File: src/itb_pkg.sv
/*
 * Shared constants and types for the interrupt and time-base unit.
 * Assumes a single 200 MHz system clock domain and an Avalon-MM register slave.
 */
package itb_pkg;

    // ------------------------------------------------------------------
    // Register map (byte addresses, one 32-bit word each)
    // ------------------------------------------------------------------
    localparam logic [7:0] ADDR_PSC_SEL  = 8'h00;
    localparam logic [7:0] ADDR_TB0_CTRL = 8'h04;
    localparam logic [7:0] ADDR_TB1_CTRL = 8'h08;
    localparam logic [7:0] ADDR_FLAGS    = 8'h0c;
    localparam logic [7:0] ADDR_ENABLES  = 8'h10;
    localparam logic [7:0] ADDR_GROUPS   = 8'h14;
    localparam logic [7:0] ADDR_CTRL     = 8'h18;
    localparam logic [7:0] ADDR_VECTOR   = 8'h1c;

    // ------------------------------------------------------------------
    // Field positions
    // ------------------------------------------------------------------
    localparam int TB_ON_BIT     = 7;
    localparam int TB_CODE_W     = 3;
    localparam int PSC_SEL_W     = 2;
    localparam int TB_BASE_EXP   = 8;
    localparam int TB_CNT_W      = 16;
    localparam int GIE_BIT       = 0;
    localparam int STACK_FULL_BIT = 1;
    localparam int QDIV          = 4;

    // Flag vector layout (also enable vector layout)
    localparam int F_TB0   = 0;
    localparam int F_TB1   = 1;
    localparam int F_CONV  = 2;
    localparam int F_UART0 = 3;
    localparam int F_UART1 = 4;
    localparam int F_NVM   = 5;
    localparam int F_LVD   = 6;
    localparam int F_TM0A  = 7;
    localparam int F_TM0P  = 8;
    localparam int F_TM1A  = 9;
    localparam int F_TM1P  = 10;
    localparam int NFLAG   = 11;
    localparam int NGROUP  = 3;
    localparam int NVEC    = 8;

    localparam logic [7:0]       RST_BYTE  = 8'h00;
    localparam logic [NFLAG-1:0] RST_FLAGS = 11'h000;
    localparam logic [31:0]      RD_ZERO   = 32'h0000_0000;

    // Prescaler source encodings
    localparam logic [1:0] PSC_SYS  = 2'h0;
    localparam logic [1:0] PSC_DIV4 = 2'h1;

    // Vector numbers: direct sources then groups; fixed priority low first
    localparam logic [3:0] VEC_NONE = 4'hf;

    typedef struct packed {
        logic       on;
        logic [2:0] code;
    } itb_tb_cfg_t;

    typedef struct packed {
        logic       conv_done;
        logic [1:0] uart_evt;
        logic       nvm_done;
        logic       low_volt;
        logic [3:0] tm_match;
    } itb_events_t;

endpackage

File: src/itb_time_base.sv
/*
 * One periodic time base: counts prescaler ticks, pulses on overflow.
 * Assumes tick is a single-cycle enable in the system clock domain.
 */
module itb_time_base
    import itb_pkg::*;
#(
    parameter int CNT_W = TB_CNT_W
) (
    input  wire logic        clk,
    input  wire logic        rst_n,
    input  wire itb_tb_cfg_t cfg,
    input  wire logic        tick,
    output logic             ovf
);
    logic [CNT_W-1:0] cnt_reg;
    logic [CNT_W-1:0] last_val;

    // Terminal count is 2^(8+code)-1
    assign last_val = CNT_W'((32'h1 << (TB_BASE_EXP + int'(cfg.code))) - 1);

    // ------------------------------------------------------------------
    // Divider
    // ------------------------------------------------------------------
    always_ff @(posedge clk or negedge rst_n) begin
        if (!rst_n) begin
            cnt_reg <= '0;
            ovf     <= 1'b0;
        end else if (!cfg.on) begin
            cnt_reg <= '0;
            ovf     <= 1'b0;
        end else if (tick) begin
            ovf <= (cnt_reg >= last_val);
            if (cnt_reg >= last_val) begin
                cnt_reg <= '0;
            end else begin
                cnt_reg <= cnt_reg + 1'b1;
            end
        end else begin
            ovf <= 1'b0;
        end
    end
endmodule

File: src/itb_top.sv
/*
 * Interrupt request flags, grouping, vectoring and two time bases.
 * Assumes the CPU core pulses ack when it takes the offered vector and
 * pulses ret_irq on a return-from-interrupt; peripheral events are
 * one-cycle pulses on ref_clk; sub_clock is an asynchronous pin.
 */
// Our own choices: register access over Avalon-MM and the register offsets.
// Operation
// - Prescaler source: sys, sys/4, sub clock
// - Time base 0 period 2^(8+code)
// - Time base 1 same as time base 0
// - Unimplemented bits zero, reset to zero
// - Converter flag sets on conversion done
// - Converter vectors with both enables; auto-clear
// - Any UART event raises its flag
// - UART service clears flag, not status
// - Three groups of timer, nvm, low-volt
// - Member flag sets group; enabled vectors
// - Group service clears only group flag
// - Nvm flag on write end, stays set
// - Low-volt flag on detection, stays set
// - Two match flags per timer, grouped
// - No vector while stack full
// - Any flag rising wakes the core; here only source flags wake it, group flags do not
// - Time-base overflow sets its flag
// - Return-from-interrupt sets global enable
module itb_top
    import itb_pkg::*;
(
    input  wire logic        ref_clk,
    input  wire logic        rstn,
    input  wire logic [7:0]  avs_address,
    input  wire logic        avs_read,
    input  wire logic        avs_write,
    input  wire logic [31:0] avs_writedata,
    input  wire logic [3:0]  avs_byteenable,
    output logic [31:0]      avs_readdata,
    output logic             avs_waitrequest,
    output logic [1:0]       avs_response,
    input  wire logic        sub_clock,
    input  wire itb_events_t events,
    input  wire logic        stack_full,
    input  wire logic        ack,
    input  wire logic        ret_irq,
    output logic             irq_req,
    output logic [3:0]       irq_vector,
    output logic             wake_up
);
    logic [1:0]       rst_sync;
    logic             rst_n;
    logic [1:0]       psc_sel_reg;
    itb_tb_cfg_t      tb0_cfg_reg;
    itb_tb_cfg_t      tb1_cfg_reg;
    logic [NFLAG-1:0] flag_reg;
    logic [NFLAG-1:0] en_reg;
    logic [NGROUP-1:0] grp_flag_reg;
    logic [NGROUP-1:0] grp_en_reg;
    logic             gie_reg;
    logic [2:0]       sub_sync;
    logic             sub_lvl_reg;
    logic [1:0]       div4_reg;
    logic             tick;
    logic             tb0_ovf;
    logic             tb1_ovf;
    logic [NFLAG-1:0] set_vec;
    logic [NFLAG-1:0] clr_vec;
    logic [NGROUP-1:0] grp_set;
    logic [NGROUP-1:0] grp_clr;
    logic [3:0]       pick;
    logic [NVEC-1:0]  pend;
    logic             wr_acc;
    logic             rd_acc;
    logic             ack_take;

    import itb_pkg::*;

    // ------------------------------------------------------------------
    // Reset release
    // ------------------------------------------------------------------
    always_ff @(posedge ref_clk or negedge rstn) begin
        if (!rstn) begin
            rst_sync <= 2'h0;
        end else begin
            rst_sync <= {rst_sync[0], 1'b1};
        end
    end
    assign rst_n = rst_sync[1];

    // ------------------------------------------------------------------
    // Prescaler clock
    // ------------------------------------------------------------------
    // Sub clock is sampled as data; a new level counts once stages 2 and 3 agree
    always_ff @(posedge ref_clk or negedge rst_n) begin
        if (!rst_n) begin
            sub_sync    <= 3'h0;
            sub_lvl_reg <= 1'b0;
            div4_reg    <= 2'h0;
        end else begin
            sub_sync <= {sub_sync[1:0], sub_clock};
            div4_reg <= div4_reg + 2'h1;
            if (sub_sync[2] == sub_sync[1]) begin
                sub_lvl_reg <= sub_sync[2];
            end
        end
    end

    always_comb begin
        if (psc_sel_reg == PSC_SYS) begin
            tick = 1'b1;
        end else if (psc_sel_reg == PSC_DIV4) begin
            tick = (div4_reg == 2'(QDIV - 1));
        end else begin
            tick = (sub_sync[2:1] == 2'h3) & ~sub_lvl_reg;
        end
    end

    itb_time_base u_tb0 (
        .clk  (ref_clk),
        .rst_n(rst_n),
        .cfg  (tb0_cfg_reg),
        .tick (tick),
        .ovf  (tb0_ovf)
    );

    itb_time_base u_tb1 (
        .clk  (ref_clk),
        .rst_n(rst_n),
        .cfg  (tb1_cfg_reg),
        .tick (tick),
        .ovf  (tb1_ovf)
    );

    // ------------------------------------------------------------------
    // Bus slave: one cycle of wait, answer on the second edge
    // ------------------------------------------------------------------
    assign wr_acc = avs_write & ~avs_waitrequest;
    assign rd_acc = avs_read & ~avs_waitrequest;

    always_ff @(posedge ref_clk or negedge rst_n) begin
        if (!rst_n) begin
            avs_waitrequest <= 1'b1;
        end else begin
            avs_waitrequest <= ~((avs_read | avs_write) & avs_waitrequest);
        end
    end

    always_ff @(posedge ref_clk or negedge rst_n) begin
        if (!rst_n) begin
            avs_readdata <= RD_ZERO;
            avs_response <= 2'h0;
        end else if ((avs_read | avs_write) & avs_waitrequest) begin
            avs_response <= 2'h0;
            avs_readdata <= RD_ZERO;
            if (avs_address == ADDR_PSC_SEL) begin
                avs_readdata <= {30'h0, psc_sel_reg};
            end else if (avs_address == ADDR_TB0_CTRL) begin
                avs_readdata <= {24'h0, tb0_cfg_reg.on, 4'h0, tb0_cfg_reg.code};
            end else if (avs_address == ADDR_TB1_CTRL) begin
                avs_readdata <= {24'h0, tb1_cfg_reg.on, 4'h0, tb1_cfg_reg.code};
            end else if (avs_address == ADDR_FLAGS) begin
                avs_readdata <= {21'h0, flag_reg};
            end else if (avs_address == ADDR_ENABLES) begin
                avs_readdata <= {21'h0, en_reg};
            end else if (avs_address == ADDR_GROUPS) begin
                avs_readdata <= {21'h0, grp_en_reg, 5'h0, grp_flag_reg};
            end else if (avs_address == ADDR_CTRL) begin
                avs_readdata <= {30'h0, stack_full, gie_reg};
            end else if (avs_address == ADDR_VECTOR) begin
                avs_readdata <= {27'h0, irq_req, irq_vector};
            end else begin
                avs_response <= 2'h2;
            end
        end
    end

    // ------------------------------------------------------------------
    // Configuration registers
    // ------------------------------------------------------------------
    always_ff @(posedge ref_clk or negedge rst_n) begin
        if (!rst_n) begin
            psc_sel_reg <= 2'h0;
            tb0_cfg_reg <= '0;
            tb1_cfg_reg <= '0;
            en_reg      <= RST_FLAGS;
            grp_en_reg  <= 3'h0;
        end else if (wr_acc & avs_byteenable[0]) begin
            if (avs_address == ADDR_PSC_SEL) begin
                psc_sel_reg <= avs_writedata[PSC_SEL_W-1:0];
            end else if (avs_address == ADDR_TB0_CTRL) begin
                tb0_cfg_reg <= {avs_writedata[TB_ON_BIT], avs_writedata[TB_CODE_W-1:0]};
            end else if (avs_address == ADDR_TB1_CTRL) begin
                tb1_cfg_reg <= {avs_writedata[TB_ON_BIT], avs_writedata[TB_CODE_W-1:0]};
            end else if (avs_address == ADDR_ENABLES) begin
                en_reg <= avs_writedata[NFLAG-1:0];
            end else if (avs_address == ADDR_GROUPS) begin
                grp_en_reg <= avs_writedata[NFLAG-1:8];
            end
        end
    end

    // ------------------------------------------------------------------
    // Source flags: hardware set beats software clear
    // ------------------------------------------------------------------
    assign set_vec = {events.tm_match, events.low_volt, events.nvm_done,
                      events.uart_evt, events.conv_done, tb1_ovf, tb0_ovf};

    always_comb begin
        clr_vec = '0;
        if (wr_acc & avs_byteenable[0] & (avs_address == ADDR_FLAGS)) begin
            clr_vec = avs_writedata[NFLAG-1:0];
        end
        // Direct sources clear on their own service; grouped ones never do
        if (ack_take & (pick < 4'(F_NVM))) begin
            clr_vec[pick] = 1'b1;
        end
    end

    always_ff @(posedge ref_clk or negedge rst_n) begin
        if (!rst_n) begin
            flag_reg <= RST_FLAGS;
        end else begin
            flag_reg <= set_vec | (flag_reg & ~clr_vec);
        end
    end

    // ------------------------------------------------------------------
    // Groups: 0 = nvm+lvd, 1 = timer 0, 2 = timer 1
    // ------------------------------------------------------------------
    generate
        for (genvar g = 0; g < NGROUP; g++) begin : g_grp
            logic [1:0] mem;
            assign mem = (g == 0) ? {set_vec[F_LVD] & en_reg[F_LVD],
                                     set_vec[F_NVM] & en_reg[F_NVM]}
                       : {set_vec[F_TM0P + 2*(g-1)] & en_reg[F_TM0P + 2*(g-1)],
                          set_vec[F_TM0A + 2*(g-1)] & en_reg[F_TM0A + 2*(g-1)]};
            assign grp_set[g] = |mem;
            assign grp_clr[g] = ack_take & (pick == 4'(F_NVM + g));
        end
    endgenerate

    always_ff @(posedge ref_clk or negedge rst_n) begin
        if (!rst_n) begin
            grp_flag_reg <= 3'h0;
        end else begin
            grp_flag_reg <= grp_set | (grp_flag_reg & ~grp_clr);
            if (wr_acc & avs_byteenable[0] & (avs_address == ADDR_GROUPS)) begin
                grp_flag_reg <= grp_set | (grp_flag_reg & ~grp_clr
                                & ~avs_writedata[NGROUP-1:0]);
            end
        end
    end

    // ------------------------------------------------------------------
    // Vectoring: index 0..4 direct sources, 5..7 groups
    // ------------------------------------------------------------------
    assign pend = {grp_flag_reg & grp_en_reg, flag_reg[F_UART1:F_TB0] & en_reg[F_UART1:F_TB0]};
    assign ack_take = ack & irq_req;

    always_comb begin
        pick = VEC_NONE;
        for (int i = NVEC - 1; i >= 0; i--) begin
            if (pend[i]) begin
                pick = 4'(i);
            end
        end
    end

    always_ff @(posedge ref_clk or negedge rst_n) begin
        if (!rst_n) begin
            irq_req    <= 1'b0;
            irq_vector <= VEC_NONE;
        end else begin
            irq_req    <= gie_reg & ~stack_full & (pick != VEC_NONE) & ~ack_take;
            irq_vector <= pick;
        end
    end

    // Set on return beats software write; service clears
    always_ff @(posedge ref_clk or negedge rst_n) begin
        if (!rst_n) begin
            gie_reg <= 1'b0;
        end else if (ret_irq) begin
            gie_reg <= 1'b1;
        end else if (ack_take) begin
            gie_reg <= 1'b0;
        end else if (wr_acc & avs_byteenable[0] & (avs_address == ADDR_CTRL)) begin
            gie_reg <= avs_writedata[GIE_BIT];
        end
    end

    // ------------------------------------------------------------------
    // Wake-up on any rising source flag (group flags not included), enables ignored
    // ------------------------------------------------------------------
    always_ff @(posedge ref_clk or negedge rst_n) begin
        if (!rst_n) begin
            wake_up <= 1'b0;
        end else begin
            wake_up <= |(set_vec & ~flag_reg);
        end
    end

    // ------------------------------------------------------------------
    // Checks
    // ------------------------------------------------------------------
    no_vec_full_a: assert property (@(posedge ref_clk) disable iff (!rst_n)
        stack_full |=> !irq_req) else $error("vector offered with stack full");
    gie_ack_a: assert property (@(posedge ref_clk) disable iff (!rst_n)
        ack_take && !ret_irq |=> !gie_reg) else $error("global enable kept after service");
    return_from_irq_set_a: assert property (@(posedge ref_clk) disable iff (!rst_n)
        ret_irq |=> gie_reg) else $error("return did not set global enable");
    conv_set_a: assert property (@(posedge ref_clk) disable iff (!rst_n)
        events.conv_done |=> flag_reg[F_CONV]) else $error("converter flag not set");
    tb0_flag_a: assert property (@(posedge ref_clk) disable iff (!rst_n)
        tb0_ovf |=> flag_reg[F_TB0]) else $error("time base flag not set");
    nvm_keep_a: assert property (@(posedge ref_clk) disable iff (!rst_n)
        ack_take && pick == 4'(F_NVM) && flag_reg[F_NVM] |=> flag_reg[F_NVM])
        else $error("nvm flag cleared by service");
    lvd_keep_a: assert property (@(posedge ref_clk) disable iff (!rst_n)
        flag_reg[F_LVD] && !wr_acc |=> flag_reg[F_LVD]) else $error("low-volt flag lost");
    wake_rise_a: assert property (@(posedge ref_clk) disable iff (!rst_n)
        events.low_volt && !flag_reg[F_LVD] |=> wake_up) else $error("no wake-up");
    grp_set_a: assert property (@(posedge ref_clk) disable iff (!rst_n)
        events.nvm_done && en_reg[F_NVM] |=> grp_flag_reg[0]) else $error("group flag not set");
    psc_rd_a: assert property (@(posedge ref_clk) disable iff (!rst_n)
        avs_read && avs_waitrequest && avs_address == ADDR_PSC_SEL |=> avs_readdata[31:2] == 30'h0)
        else $error("reserved bits nonzero");
    cover_vec_c: cover property (@(posedge ref_clk) disable iff (!rst_n) ack_take);
    cover_grp_c: cover property (@(posedge ref_clk) disable iff (!rst_n) grp_clr != 3'h0);
    cover_wake_c: cover property (@(posedge ref_clk) disable iff (!rst_n) wake_up);
endmodule

File: config.mk
export PLATFORM = sky130hd
export DESIGN_NAME = itb_top
export DESIGN_NICKNAME = d
export VERILOG_FILES = /design/src/itb_pkg.sv /design/src/itb_time_base.sv /design/src/itb_top.sv
export SDC_FILE = /design/constraint.sdc
export NUM_CORES = 1
export LEC_CHECK = 0
export ABC_CLOCK_PERIOD_IN_PS = 3610
export BUFFER_PORTS_ARGS = -buffer_cell sky130_fd_sc_hd__clkbuf_2
export CORE_MARGIN = 10
export CORE_UTILIZATION = 57
export CTS_BUF_LIST = sky130_fd_sc_hd__clkbuf_8
export DETAILED_ROUTE_END_ITERATION = 16
export GPL_ROUTABILITY_DRIVEN = 0
export GPL_TIMING_DRIVEN = 0
export PLACE_DENSITY = 0.93
export SLEW_MARGIN = 20
export SYNTH_ARGS = -nofsm -noshare
export SYNTH_HDL_FRONTEND = slang
export SYNTH_SLANG_ARGS = --single-unit
File: constraint.sdc
create_clock -name ref_clk -period 3.61 [get_ports ref_clk]
set_input_delay 1.083 -clock ref_clk [delete_from_list [all_inputs] [get_ports ref_clk]]
set_output_delay 1.083 -clock ref_clk [all_outputs]
set_load 0.02 [all_outputs]
==> Word level (Yosys, flattened, before mapping) <==
Cells that the tools add are included.
{ "word_totals": {"inputBits": 61, "reg_bits": 122, "out_inout_bits": 41, "elab_cells": 157} }
{ "op_classes": {"shifts": 2, "eq_ne": 17, "add_sub_neg": 7, "bitwise": 45, "magnitude_cmp": 5, "muxes": 44, "n_reduce_logical": 13} }
{ "op_table": {"columns": ["op", "count"], "rows": [
  ["16-bit two-way mux", 6],
  ["11-bit two-way mux", 8],
  ["1-bit by 32-bit << shifter with 16-bit output, first input constant", 2],
  ["16-bit by 1-bit adder with 16-bit output, second input constant", 2],
  ["8-bit by 5-bit equality test with 1-bit output, second input constant", 4],
  ["16-bit >= comparator", 2],
  ["4-bit two-way mux", 8],
  ["16-bit by 1-bit subtractor with 16-bit output, second input constant", 2],
  ["11-bit AND", 2],
  ["11-bit NOT", 2],
  ["11-bit OR", 2],
  ["1-bit AND", 21],
  ["8-bit by 4-bit equality test with 1-bit output, second input constant", 2],
  ["2-bit two-way mux", 8],
  ["4-bit by 3-bit equality test with 1-bit output, second input constant", 3],
  ["11-bit OR reduction", 1],
  ["4-bit by 3-bit adder with 5-bit output, first input constant", 2],
  ["1-bit two-way mux", 10],
  ["5-bit two-way mux", 2],
  ["3-bit AND", 3],
  ["1-bit NOT", 9],
  ["8-bit by 3-bit equality test with 1-bit output, second input constant", 1],
  ["8-bit logical NOT", 1],
  ["3-bit NOT", 2],
  ["23 further kinds", 28]
]} }

==> Depth between registers and ports, before layout <==
{ "depth": {"ltp_word": 18, "mapped_depth": 10, "depth_no_buf": 8} }

==> By module <==
A second synthesis with hierarchy kept.
{ "unflattened": {"cells_unflattened": 576, "area_unflattened_um2": 5733.0} }
{ "modules_own_cells": {"columns": ["mod", "instances", "area_per_inst_um2", "seq_area_each_um2", "cells_per_inst"], "rows": [
  ["itb_top", 1, 3358.2, 1657.8, 318],
  ["itb_time_base", 2, 1187.4, 425.4, 129]
]} }

==> Worst setup path before layout <==
OpenSTA, ideal clock, no wires.
{ "synth_path": {"path_type": "input -> register", "from": "in avs_address[5]", "to": "reg psc_sel_reg[0]", "required_time_ns": 3.485, "arrival_ns": 2.538, "path_buffers": 1, "setup_time_ns": 0.125, "stages": 6, "setup_slack_ns": 0.947, "path_cell_list": "or3_1 -> buf_6 -> or3_4 -> nor3_4 -> nand2_2 -> mux2_4"} }
{ "synth_between": {"elab_chain_cells": 2} }
{ "synth_rtl": {"columns": ["element", "line_no", "text"], "rows": [
  ["start, declared", "itb_top.sv:32", "input wire logic [7:0] avs_address,"],
  ["8-bit logical NOT", "itb_top.sv:187", "if (avs_address == ADDR_PSC_SEL) begin"],
  ["2-bit AND reduction (no line)", null, null],
  ["end signal, assigned", "itb_top.sv:188", "psc_sel_reg <= avs_writedata[PSC_SEL_W-1:0];"],
  ["end, declared", "itb_top.sv:51", "logic [1:0] psc_sel_reg;"]
]} }
Every way passes these cells.
A chain may end at the register's enable or synchronous reset.

==> Final worst setup path <==
{ "layout_path": {"from": "reg tb0_cfg_reg[2] in the netlist's numbering", "to": "reg u_tb0.cnt_reg[10]"} }
{ "layout_between": {"elab_chain_cells": 7} }
{ "layout_rtl": {"columns": ["element", "line_no", "text"], "rows": [
  ["start, declared", "itb_top.sv:52", "itb_tb_cfg_t tb0_cfg_reg;"],
  ["start signal, assigned", "itb_top.sv:190", "tb0_cfg_reg <= {avs_writedata[TB_ON_BIT], avs_writedata[TB_CODE_W-1:0]};"],
  ["4-bit by 3-bit adder with 5-bit output", "itb_time_base.sv:20", "assign last_val = CNT_W'((32'h1 << (TB_BASE_EXP + int'(cfg.code))) - 1);"],
  ["1-bit by 32-bit << shifter with 16-bit output", "itb_time_base.sv:20", null],
  ["16-bit by 1-bit subtractor with 16-bit output", "itb_time_base.sv:20", null],
  ["16-bit >= comparator", "itb_time_base.sv:34", "if (cnt_reg >= last_val) begin"],
  ["16-bit two-way mux", "itb_time_base.sv:34", null],
  ["16-bit two-way mux", "itb_time_base.sv:32", "end else if (tick) begin"],
  ["16-bit two-way mux", "itb_time_base.sv:29", "end else if (!cfg.on) begin"],
  ["end signal, assigned", "itb_time_base.sv:37", "cnt_reg <= cnt_reg + 1'b1;"],
  ["end, declared", "itb_time_base.sv:16", "logic [CNT_W-1:0] cnt_reg;"]
]} }
Every way passes these cells. The select of a mux whose other input is x is not followed.

==> metrics.txt <==
# TYPE chip_impl_metric gauge
chip_impl_metric{name="worstRegToRegCells",unit=""} 10
chip_impl_metric{name="seq_power_share",unit=""} 0.544
chip_impl_metric{name="layout_min_cycle_time",unit="ns"} 2.811
chip_impl_metric{name="synth_area_per_cell",unit="µm²"} 9.868
chip_impl_metric{name="initial_utilization",unit=""} 0.5794
chip_impl_metric{name="detailedPlacementHpwl",unit="mm"} 10.66
chip_impl_metric{name="postSynth.asyncResetShare",unit=""} 1.000
chip_impl_metric{name="worst_skew_pair.late_latency",unit="ns"} 0.38
chip_impl_metric{name="grt_antenna_before_repair",unit=""} 0
chip_impl_info{name="crit_slowest_cell",value="a2111oi_0"} 1
chip_impl_info{name="clk_root_buffer_cell",value="clkbuf_8"} 1
chip_impl_metric{name="cts-resized-gates",unit=""} 0
chip_impl_metric{name="vias",unit=""} 4944
chip_impl_metric{name="max-vdd-ir-drop",unit="V"} 0.0002332
chip_impl_metric{name="ys_seq_elements",unit=""} 100
chip_impl_metric{name="synth_edf_count",unit=""} 0
chip_impl_metric{name="syn2layout_area_growth",unit="%"} 13.80
chip_impl_info{name="rsz_0062_raised_after_global_routing",value="no"} 1
chip_impl_metric{name="num_antenna_cells",unit=""} 0
chip_impl_metric{name="final.setup_skew",unit="ns"} 0.01271
chip_impl_metric{name="port-buffer-count",unit=""} 55
chip_impl_metric{name="postCtsSetupRepairBufs",unit=""} 0
chip_impl_metric{name="io_pins",unit=""} 102
chip_impl_metric{name="drt_iter0_markers",unit=""} 611
chip_impl_metric{name="firstDrtPassIters",unit=""} 7
chip_impl_info{name="cts_tree",value="done"} 1
chip_impl_metric{name="preCtsSetupSlack",unit="ns"} 0.6450
chip_impl_metric{name="final-max-slew-violation-count",unit=""} 0
chip_impl_metric{name="drt-total-wl",unit="mm"} 14.69
chip_impl_metric{name="synthDistinctLibCells",unit=""} 69
chip_impl_metric{name="detailed_place.area",unit="mm²"} 0.006145
chip_impl_info{name="synthTopCellsByArea",value="dfrtp_1 43%, nand2_1 5.0%, ha_1 4.5%, buf_4 3.2%, mux2_1 2.4%"} 1
chip_impl_metric{name="timing.final.ws_setup",unit="ns"} 0.7986
chip_impl_metric{name="required",unit="ns"} 3.91
chip_impl_info{name="timing.critical_path.from_type",value="flop"} 1
chip_impl_metric{name="worst_slew_margin_rel",unit=""} 0.4615
chip_impl_metric{name="number_of_nets_in_the_final_layout",unit=""} 737
chip_impl_metric{name="globalRoute.totalOverflow",unit=""} 0
chip_impl_metric{name="grt_first_pass_wirelength",unit="mm"} 24.32
chip_impl_metric{name="p_int",unit="mW"} 1.556
chip_impl_info{name="setup_crit_end_kind",value="flop"} 1
chip_impl_metric{name="max-clock-path-buffers",unit=""} 2
chip_impl_metric{name="timing_worst_slew_pin_value",unit="ns"} 0.8024
chip_impl_metric{name="synth_seq_area_share",unit=""} 0.4491
chip_impl_metric{name="die_y",unit="µm"} 119.0
chip_impl_info{name="min-delay-path-class",value="reg2async"} 1
chip_impl_info{name="synth_commonest_cells",value="95 x dfrtp_1, 74 x nand2_1, 26 x a21oi_1"} 1
chip_impl_metric{name="switching_share",unit=""} 0.2780
chip_impl_metric{name="net-switching-power",unit="µW"} 598.9
chip_impl_metric{name="coreArea",unit="mm²"} 0.009639
chip_impl_metric{name="cts.hold.buffers_added",unit=""} 0
chip_impl_metric{name="fin_util",unit=""} 0.6594
chip_impl_metric{name="setup_viol",unit=""} 0
chip_impl_info{name="outcome",value="finished, final reports clean"} 1
chip_impl_metric{name="tritoncts.num_buffers",unit=""} 9
chip_impl_metric{name="clk_pin_slew_worst_paths",unit="ns"} 0.11
chip_impl_metric{name="timing.final.crit_share",unit=""} 0.7788
chip_impl_metric{name="share_clk_of_total_power",unit=""} 0.363
chip_impl_metric{name="pin_count_of_the_biggest_net_entering_global_routing",unit=""} 59
chip_impl_metric{name="drcViolationCount",unit=""} 0
chip_impl_metric{name="peak_fanout_along_the_critical_path",unit=""} 10
chip_impl_info{name="synth_top_flop_cell",value="dfrtp_1"} 1
chip_impl_metric{name="cpPeakStageDelay",unit="ns"} 0.52
chip_impl_metric{name="p_comb_frac",unit=""} 0.093
chip_impl_metric{name="max_cap_violations",unit=""} 0
chip_impl_metric{name="drive_above_1_share",unit=""} 0.2148
chip_impl_metric{name="fmax",unit="GHz"} 0.3557
chip_impl_metric{name="p_per_area",unit="mW/mm²"} 339.0
chip_impl_metric{name="grtUsageTotal",unit=""} 0.2046
chip_impl_metric{name="die_width",unit="µm"} 119.0
chip_impl_metric{name="clock_sink_count",unit=""} 100
chip_impl_metric{name="core_rows",unit=""} 36
chip_impl_info{name="yosysMostFrequentCell",value="dfrtp_1"} 1
chip_impl_info{name="yosys.area.top_type",value="dfrtp_1"} 1
chip_impl_metric{name="syn_inst",unit=""} 566
chip_impl_info{name="crit_chain",value="clkbuf_1 -> inv_1 -> ha_1 -> a2111oi_0 -> o21a_1 -> o2111ai_2 -> nand2_2 -> buf_2 -> o21ai_1 -> a31oi_1"} 1
chip_impl_metric{name="synth_warnings",unit=""} 0
chip_impl_metric{name="mappedNetlistArea",unit="mm²"} 0.005585
chip_impl_metric{name="ant_nets",unit=""} 0
chip_impl_metric{name="netlist.area_leader.share",unit=""} 0.4256
chip_impl_metric{name="design.die.area",unit="mm²"} 0.01416
chip_impl_metric{name="via_count_of_the_first_global_routing_pass",unit=""} 4862
chip_impl_metric{name="cts.htree.levels",unit=""} 3
chip_impl_metric{name="p_total",unit="mW"} 2.155
chip_impl_metric{name="post-route-cell-area",unit="mm²"} 0.006356
chip_impl_metric{name="total_leakage_power",unit="nW"} 3.133
chip_impl_metric{name="finalHoldViolations",unit=""} 0
chip_impl_metric{name="post_drt_wl_per_cell",unit="µm"} 18.50
chip_impl_metric{name="timing.critical_path.arrival",unit="ns"} 3.12
chip_impl_info{name="criticalPathCategory",value="reg2reg"} 1
chip_impl_metric{name="via_per_inst",unit=""} 6.227
==> final timing paths <==
kind / start / end / slack, ns
setup / recovery: tb0_cfg_reg[2]$_DFFE_PN0P_ / u_tb0.cnt_reg[10]$_DFFE_PN0P_ / 0.80
hold / removal: rst_sync[1]$_DFF_PN0_ / en_reg[6]$_DFFE_PN0P_ / 0.33
setup reg to reg: tb0_cfg_reg[2]$_DFFE_PN0P_ / u_tb0.cnt_reg[10]$_DFFE_PN0P_ / 0.80
hold reg to reg: rst_sync[1]$_DFF_PN0_ / en_reg[6]$_DFFE_PN0P_ / 0.33
max in group asynchronous: rst_sync[1]$_DFF_PN0_ / irq_vector[3]$_DFF_PN1_ / 2.54
min in group ref_clk: sub_sync[0]$_DFF_PN0_ / sub_sync[1]$_DFF_PN0_ / 0.36
==> cell usage in the layout, fill, tap and decap left out, drive strengths merged, types with 4 or more instances in the layout <==
| cell type | instances |
|---|---|
| a211o | 4 |
| a21o | 18 |
| a21oi | 26 |
| a221oi | 6 |
| a22o | 14 |
| a22oi | 10 |
| a31o | 4 |
| a31oi | 11 |
| and2 | 6 |
| and3 | 8 |
| buf | 34 |
| clkbuf | 72 |
| conb | 25 |
| dfrtp | 95 |
| dfstp | 5 |
| ha | 20 |
| inv | 32 |
| mux2 | 24 |
| nand2 | 77 |
| nand2b | 9 |
| nand3 | 17 |
| nand4 | 8 |
| nor2 | 21 |
| nor3 | 18 |
| nor3b | 7 |
| nor4 | 4 |
| o21a | 4 |
| o21ai | 35 |
| o22ai | 4 |
| or2 | 4 |
==> routing by layer <==
metal	share of wire	wire length (µm)	GRT usage
met5	0	0	0
met4	0.033	489	0.08321
met2	0.47	6944	0.3285
met3	0.11	1677	0.05810
met1	0.38	5580	0.2543
==> power by group through the flow <==
stage,Combinational [mW],Sequential (mW),Clock (mW)
6_report,0.200,1.17,0.782
5_1_grt,0.219,1.18,0.830
4_1_cts,0.196,1.17,0.789
3_5_place_dp,0.195,1.19,0
3_3_place_gp,0.172,1.20,0
2_1_floorplan,0.113,1.20,0
==> layout make-up <==
cell class | count | area, µm²
clock inverters | 7 | 87.58
plain buffers | 41 | 274.0
clock buffers | 9 | 123.9
flip-flops and latches | 100 | 2512
inverters | 26 | 97.59
well taps | 133 | 166.4
repair buffers | 56 | 302.8
fillers | 734 | 3283
multi-input cells | 422 | 2791
==> cell families (layout without fill, tap and decap cells) <==
group,after synthesis,in the layout,synth area share
fa+ha+maj,20,20,0.04480
other cells,2,25,0.001345
simple gates,189,189,0.1803
mux,25,25,0.05354
xor+xnor,1,1,0.001568
buf+inv,67,139,0.06653
compound gates,162,162,0.2027
flops,100,100,0.4491
==> metrics by stage <==
stage | hold slack [ns] | cells | setup TNS [ns]
after CTS | 0.3549 | 794 | 0
final | 0.3337 | 794 | 0
after global placement | 0.3389 | 777 | -26.81
after floorplan | 0.3312 | 589 | 0
after detailed placement | 0.3411 | 778 | 0
after global routing | 0.3679 | 794 | 0
==> critical path, delay by kind of cell, from the launching register on <==
kind	cells	cell delay [ns]
compound gates	5	1.22
buf+inv	3	0.63
flops	1	0.34
fa+ha+maj	1	0.32
simple gates	1	0.22
No activity file was read; power rests on OpenSTA's default activity.
